File: config.mk
export PLATFORM = sky130hd
export DESIGN_NAME = scos_select
export DESIGN_NICKNAME = d
export VERILOG_FILES = /design/src/core/scos_pkg.sv /design/src/core/scos_select.sv
export SDC_FILE = /design/constraint.sdc
export NUM_CORES = 1
export LEC_CHECK = 0
export BUFFER_PORTS_ARGS = -buffer_cell sky130_fd_sc_hd__buf_2
export CORE_MARGIN = 3
export CORE_UTILIZATION = 40
export CTS_CLUSTER_DIAMETER = 120
export DETAILED_ROUTE_END_ITERATION = 7
export GPL_TIMING_DRIVEN = 0
export PLACE_DENSITY_LB_ADDON = 0.25
export SYNTH_ARGS = -nofsm -noshare
export SYNTH_HDL_FRONTEND = slang
export SYNTH_SLANG_ARGS = --single-unit
export TNS_END_PERCENT = 20
File: constraint.sdc
create_clock -name ref_clk -period 3.3 [get_ports ref_clk]
set_input_delay 0.33 -clock ref_clk [delete_from_list [all_inputs] [get_ports ref_clk]]
set_output_delay 0.33 -clock ref_clk [all_outputs]
set_load 0.005 [all_outputs]
File: src/core/scos_pkg.sv
// Constants shared by the six channel output select block.
package scos_pkg;

	// ----------------------------------------------------------------
	// Frame geometry
	// ----------------------------------------------------------------
	localparam int unsigned CHANNELS = 6;
	localparam int unsigned REG_W = 8;
	localparam int unsigned FRAME_W = 16;
	localparam logic [4:0] FRAME_PULSES = 5'h10;
	localparam logic [4:0] COUNT_MAX = 5'h1f;
	localparam logic [4:0] ADDR_DONE = 5'h02;
	localparam logic [4:0] CMD_DONE = 5'h08;
	localparam int unsigned CH_LSB = 2;

	// ----------------------------------------------------------------
	// Instruction byte, upper six bits; the low two are ignored
	// ----------------------------------------------------------------
	localparam logic [1:0] ADDR_PREFIX = 2'h2;
	localparam logic [5:0] CMD_WRITE_MODE = 6'h2a;
	localparam logic [5:0] CMD_READ_MODE = 6'h29;
	localparam logic [5:0] CMD_WRITE_SERIAL = 6'h26;
	localparam logic [5:0] CMD_READ_SERIAL = 6'h25;
	localparam logic [5:0] CMD_READ_DIAG = 6'h20;

	// ----------------------------------------------------------------
	// Reset and fill values
	// ----------------------------------------------------------------
	localparam logic [7:0] REG_RESET = 8'hff;
	localparam logic [1:0] UNUSED_FILL = 2'h3;
	localparam logic [7:0] FIRST_REPLY = 8'hff;

endpackage

File: src/core/scos_select.sv
// Six channel output select: serial frame decoder, registers and stage drive.
// Functional notes
// - Reset low forces all six stages off.
// - Mode bit 1 selects pin, 0 serial.
// - Serial state bit is active low.
// - Polarity pin sets parallel input active level.
// - Mode bits for channels 6..1 at 7..2.
// - Serial bits for channels 6..1 at 7..2.
// - Bits 1..0 of both registers read high.
// - Channel 4 status in diag byte bits 7..6.
// - Instruction starts 10; five command codes decoded.
// - Data accepted only after exactly sixteen pulses.
// - Chip select rise commits received data.
// - Reset clears shift register, outputs off.
`timescale 1ns/100ps
`default_nettype none

module scos_select
(
	// Clock and reset.
	input wire logic ref_clk,
	input wire logic reset_n,
	// Serial link from the controller.
	input wire logic chip_select_n,
	input wire logic serial_clk,
	input wire logic serial_in,
	output logic serial_out,
	output logic serial_out_oe,
	// Parallel control pins.
	input wire logic [5:0] parallel_channel_input,
	input wire logic input_polarity_select,
	// Status of stages 4..1, two bits each, 1 means healthy.
	input wire logic [7:0] stage_diag_status,
	// Power stage drive, 1 means on.
	output logic [5:0] power_stage_output
);

	// ----------------------------------------------------------------
	// Helpers
	// ----------------------------------------------------------------
	// Written register value with the two unused bits forced high.
	function automatic logic [7:0] fill_unused(input logic [7:0] d);
		fill_unused = {d[7:2], scos_pkg::UNUSED_FILL};
	endfunction

	// ----------------------------------------------------------------
	// Synchronisers
	// ----------------------------------------------------------------
	logic [2:0] cs_meta_ff, cs_sync_ff;
	logic cs_prev_ff, sclk_prev_ff;
	logic [5:0] par_meta_ff, par_sync_ff;
	logic pol_meta_ff, pol_sync_ff;
	logic [7:0] diag_meta_ff, diag_sync_ff;
	wire logic cs_active, sclk_s, si_s, cs_fall, cs_rise, sclk_fall, sclk_rise;

	// All pins except clock and reset cross through two flops; only the second stage is read.
	always_ff @(posedge ref_clk or negedge reset_n)
	begin
		if (!reset_n)
		begin
			cs_meta_ff <= 3'h4; // Idle: deselected with the link clock low.
			cs_sync_ff <= 3'h4; // Matches cs_prev_ff, so no false edge after reset.
			par_meta_ff <= 6'h00;
			par_sync_ff <= 6'h00;
			pol_meta_ff <= 1'b0;
			pol_sync_ff <= 1'b0;
			diag_meta_ff <= scos_pkg::REG_RESET;
			diag_sync_ff <= scos_pkg::REG_RESET;
		end
		else
		begin
			cs_meta_ff <= {chip_select_n, serial_clk, serial_in};
			cs_sync_ff <= cs_meta_ff;
			par_meta_ff <= parallel_channel_input;
			par_sync_ff <= par_meta_ff;
			pol_meta_ff <= input_polarity_select;
			pol_sync_ff <= pol_meta_ff;
			diag_meta_ff <= stage_diag_status;
			diag_sync_ff <= diag_meta_ff;
		end
	end

	assign cs_active = !cs_sync_ff[2];
	assign sclk_s = cs_sync_ff[1];
	assign si_s = cs_sync_ff[0];

	// Edge history; clock edges count only while the device is selected.
	always_ff @(posedge ref_clk or negedge reset_n)
	begin
		if (!reset_n)
		begin
			cs_prev_ff <= 1'b1;
			sclk_prev_ff <= 1'b0;
		end
		else
		begin
			cs_prev_ff <= cs_sync_ff[2];
			sclk_prev_ff <= sclk_s;
		end
	end

	assign cs_fall = cs_prev_ff && cs_active;
	assign cs_rise = !cs_prev_ff && !cs_active;
	assign sclk_fall = cs_active && sclk_prev_ff && !sclk_s;
	assign sclk_rise = cs_active && !sclk_prev_ff && sclk_s;

	// ----------------------------------------------------------------
	// Receive shift register and pulse counter
	// ----------------------------------------------------------------
	logic [15:0] shift_ff;
	logic [4:0] count_ff;
	logic addressed_ff;
	logic [7:0] reply_ff;
	logic [7:0] mode_ff, serial_ff, diag_low_ff;
	wire logic [15:0] nxt_shift;
	wire logic [5:0] cmd;
	wire logic frame_ok;

	assign nxt_shift = {shift_ff[14:0], si_s};
	assign cmd = shift_ff[15:10];
	assign frame_ok = addressed_ff && (count_ff == scos_pkg::FRAME_PULSES);

	// Data enters MSB first on falling serial clock edges.
	always_ff @(posedge ref_clk or negedge reset_n)
	begin
		if (!reset_n)
		begin
			shift_ff <= 16'h0000;
			count_ff <= 5'h00;
		end
		else if (cs_fall)
		begin
			shift_ff <= 16'h0000;
			count_ff <= 5'h00;
		end
		else if (sclk_fall)
		begin
			shift_ff <= nxt_shift;
			// Saturate so an overlong frame never wraps back to sixteen.
			if (count_ff != scos_pkg::COUNT_MAX)
				count_ff <= count_ff + 5'h01;
		end
	end

	// Address check after two bits; the answer byte is fixed after eight.
	always_ff @(posedge ref_clk or negedge reset_n)
	begin
		if (!reset_n)
		begin
			addressed_ff <= 1'b0;
			reply_ff <= scos_pkg::REG_RESET;
		end
		else if (cs_fall || cs_rise)
		begin
			addressed_ff <= 1'b0;
		end
		else if (sclk_fall && count_ff == scos_pkg::ADDR_DONE - 5'h01)
		begin
			addressed_ff <= (nxt_shift[1:0] == scos_pkg::ADDR_PREFIX);
		end
		else if (sclk_fall && count_ff == scos_pkg::CMD_DONE - 5'h01)
		begin
			unique case (nxt_shift[7:2])
				scos_pkg::CMD_READ_MODE: reply_ff <= mode_ff;
				scos_pkg::CMD_READ_SERIAL: reply_ff <= serial_ff;
				default: reply_ff <= diag_low_ff;
			endcase
		end
	end

	// ----------------------------------------------------------------
	// Serial output
	// ----------------------------------------------------------------
	// New bits appear on rising edges; the two address bits stay undriven.
	always_ff @(posedge ref_clk or negedge reset_n)
	begin
		if (!reset_n)
		begin
			serial_out <= 1'b1;
			serial_out_oe <= 1'b0;
		end
		else if (!cs_active)
		begin
			serial_out_oe <= 1'b0;
		end
		else if (sclk_rise && count_ff < scos_pkg::FRAME_PULSES)
		begin
			serial_out_oe <= addressed_ff;
			serial_out <= count_ff[3] ? reply_ff[3'(5'h0f - count_ff)]
				: scos_pkg::FIRST_REPLY[3'(5'h07 - count_ff)];
		end
	end

	// ----------------------------------------------------------------
	// Registers, committed on chip select rise
	// ----------------------------------------------------------------
	always_ff @(posedge ref_clk or negedge reset_n)
	begin
		if (!reset_n)
		begin
			mode_ff <= scos_pkg::REG_RESET;
			serial_ff <= scos_pkg::REG_RESET;
		end
		else if (cs_rise && frame_ok)
		begin
			if (cmd == scos_pkg::CMD_WRITE_MODE)
				mode_ff <= fill_unused(shift_ff[7:0]);
			if (cmd == scos_pkg::CMD_WRITE_SERIAL)
			begin
				serial_ff <= fill_unused(shift_ff[7:0]);
			end
		end
	end

	// Faults stick until a counted diag read; the clear reloads live status
	// so a fault present in the clearing cycle is never lost.
	always_ff @(posedge ref_clk or negedge reset_n)
	begin
		if (!reset_n)
		begin
			diag_low_ff <= scos_pkg::REG_RESET;
		end
		else if (cs_rise && frame_ok && cmd == scos_pkg::CMD_READ_DIAG)
		begin
			diag_low_ff <= diag_sync_ff;
		end
		else
		begin
			diag_low_ff <= diag_low_ff & diag_sync_ff;
		end
	end

	// ----------------------------------------------------------------
	// Stage drive
	// ----------------------------------------------------------------
	// Outputs follow the registers, so new states act at chip select rise.
	always_ff @(posedge ref_clk or negedge reset_n)
	begin
		if (!reset_n)
		begin
			power_stage_output <= 6'h00;
		end
		else
		begin
			for (int i = 0; i < scos_pkg::CHANNELS; i++)
			begin
				if (mode_ff[scos_pkg::CH_LSB + i])
				begin
					power_stage_output[i] <= pol_sync_ff ~^ par_sync_ff[i];
				end
				else
				begin
					power_stage_output[i] <= !serial_ff[scos_pkg::CH_LSB + i];
				end
			end
		end
	end
endmodule

`default_nettype wire

==> metrics.txt <==
CTS root buffer=clkbuf_8; status=finished, final reports clean; cell breakdown of the critical path=ha_1 -> and3_1 -> ha_1 -> or4b_1 -> or3_1 -> a21oi_1; first-pass GRT wire length=11300 µm; CP peak stage delay=0.62 ns; Arrival @ worst endpoint=2.58 ns; sequential cell area fraction in the yosys report=65.6%; CP delay by family, top=simple AND/OR/NAND/NOR gates; Worst Skew=0.0107 ns; crit path buf inv count=0; starting density of the core=42.0%; antenna cells=0; syn avg cell area=12.5 µm²; Core Util, Final=47.7%; Synth Flop Type=dfstp_2; Total Routing Usage GR=14.0%; number of global-route vias before repair=2299; PortBufs=27; hold depth=1; Clk Latency, worst-skew pair=0.37 ns; Async SR Flop Fraction=100%; Clock Sinks=96; die height=103 µm; Final Hold Fails=0; tightest hold margin=0.0408 ns; core area=8930 µm²; row cnt=34; cell with the largest stage delay on the worst path=or4b_1; Yosys reg bits=96; routed vias=2304; Syn Nets=326; post-DP HPWL=4430 µm; Cell Area, Synth=3750 µm²; non-filler instance count after layout=453; Final ANT Viol Nets=0; crit end category=flop; Final Max Tran Viols=0; power density cells=484 nW/µm²; largest net degree at the start of global routing=50; Netlist cell types=34; H-Tree Depth=3; DIE AREA=10600 µm²; wire per inst=14.5 µm; Static Leakage=0.00168 µW; FF-to-FF Start=count_ff[1]; die width=103 µm; worst reg2reg setup slack=1.02 ns; slew margin rel.=40.6%; crit path time final=2.28 ns; maximum clock frequency=0.438 GHz; Post-CTS Repair Setup Buffers=0; RSZ-0062 raised after global routing=no; Setup Crit Path Kind=flop to flop; Syn. warnings=0; HP Start=stage_diag_status[0]; worst slew pin tran=0.888 ns; clock buffer count from CTS=9; CTS clk-pin slew, worst paths=0.10 ns; share of layout cells above drive strength 1=31.9%; final WL=6590 µm; FF-to-FF End=count_ff[3]; Worst Hold End=diag_meta_ff[0]; total grt overflow=0; Clock Tree Buf Depth=2; RD Place Congestion=0.824; R2R depth=6; crit start category=flop; most used cell, CP=ha_1; Post-synth EDFFs=0; required time of the critical path=3.59 ns; Synth-to-Final Area Change=13.4%; TritonRoute pass-1 iters=4; DRC Markers=0; CP Max Fanout=6; antenna violations before repair=0; Max-Cap Viols=0; Mapped Cells=300; IR drop worst, VDD=222 µV; Final Cycle Share=69.2%; TNS Setup=0 ns; CP Launch Point=count_ff[1]; # IOs=28; final setup fails=0; Placed Instances=436; DRT iter0 DRCs=111; # nets final=366; CTS tree=done; HP Class=input pin to flop; Vias/cell=5.09
-- cell usage after synthesis, types with 2 or more instances --
library cell  instances  area share (%)
a21boi_0              8             1.6
a21o_1                6             1.2
a21oi_1              26             3.5
a31oi_1               6             1.0
and3_1                2            0.33
and3b_1               2            0.47
and4bb_2              2            0.67
clkbuf_1             10             1.0
dfrtp_1              48              32
dfstp_2              48              34
ha_1                  6             2.0
inv_1                13             1.3
mux2_2               14             4.2
nand2_1              46             4.6
nand3b_1             12             2.4
nand4_1               3            0.50
nor2_1                3            0.30
nor4b_1               2            0.47
o21ai_0              18             2.4
or3_1                 2            0.33
or4b_1                3            0.80
xnor2_1               8             1.9
-- flip-flops by register name (all words and copies together), names as in the netlist --
signal              cells
addressed_ff            1
count_ff                5
cs_meta_ff              3
cs_prev_ff              1
cs_sync_ff              3
diag_low_ff             8
diag_meta_ff            8
diag_sync_ff            8
mode_ff                 6
par_meta_ff             6
par_sync_ff             6
pol_meta_ff             1
pol_sync_ff             1
power_stage_output      6
reply_ff                8
sclk_prev_ff            1
serial_ff               6
serial_out              1
serial_out_oe           1
shift_ff               16
-- cell families after synthesis --
logic type               Yosys count  synth area share [%]
flip-flops                        96                  65.6
AND/OR/NAND/NOR                   84                  12.4
multiplexers                      16                  5.50
AO/OA/AOI/OAI                     66                  10.1
XOR/XNOR                           8                  1.87
adder cells (fa/ha/maj)            6                  2.00
buffers and inverters             24                  2.60
-- routing by layer --
| layer | track usage (%) | vias up | wire length (µm) |
|---|---|---|---|
| met3 | 3.86 | 11 | 216 |
| met2 | 21.3 | 35 | 3150 |
| met1 | 19.0 | 1144 | 3100 |
| li1 | - | 1114 | - |
| met4 | 5.68 | 0 | 122 |
| met5 | 0 | - | 0 |
-- layout by cell type, fill, tap and decap left out, types with 3 or more instances in the layout --
cell,Yosys,layout
nand3b_1,12,12
ha_1,6,6
dfstp_2,48,48
nor2_1,3,3
o21ai_0,18,18
inv_6,0,3
or4b_1,3,3
nand2_1,46,46
nand4_1,3,3
inv_1,13,13
xnor2_1,8,8
clkbuf_8,0,9
mux2_2,14,14
a21o_1,6,6
a21oi_1,26,26
dfrtp_1,48,48
a21boi_0,8,8
clkbuf_1,10,10
a31oi_1,6,6
buf_2,0,26
-- final cells by class --
| class | count | area [µm²] |
|---|---|---|
| clock inverter | 7 | 68.8 |
| inverter | 13 | 48.8 |
| timing repair buffer | 29 | 175 |
| fill | 830 | 4680 |
| clock buffer | 9 | 124 |
| tap | 108 | 135 |
| multi-input combinational | 180 | 1190 |
| sequential | 96 | 2460 |
| buffer | 11 | 48.8 |
-- metrics by stage --
stage	setup WS, ns	instance area (µm²)	power, µW
5_1_grt	0.904	4260	2160
3_3_place_gp	1.02	4030	1330
2_1_floorplan	1.18	3750	1290
3_5_place_dp	1.04	4060	1340
4_1_cts	1.02	4260	2100
6_report	1.02	4260	2060
-- worst max-delay path by stage --
stage                                 end  slack (ns)  depth (start not counted)
floorplan                     count_ff[3]        1.18                          6
global placement    power_stage_output[1]        1.02                          1
detailed placement            count_ff[3]        1.04                          6
CTS                           count_ff[3]        1.02                          6
global route                  count_ff[3]        0.90                          6
finish                        count_ff[3]        1.02                          6
-- report_power, final --
group	switching, µW	leakage [µW]	total, µW	internal (µW)
clock network	446	0.0000998	741	295
logic	51.4	0.000485	85.2	33.8
registers	16.9	0.00109	1230	1220
total	514	0.00168	2060	1540
-- timing repair --
item                      in CTS  in global routing
gates resized for setup        0                  0
hold buffers                   1                  0
hold endpoints to repair      20                  0
(Power assumes the default switching activity.)
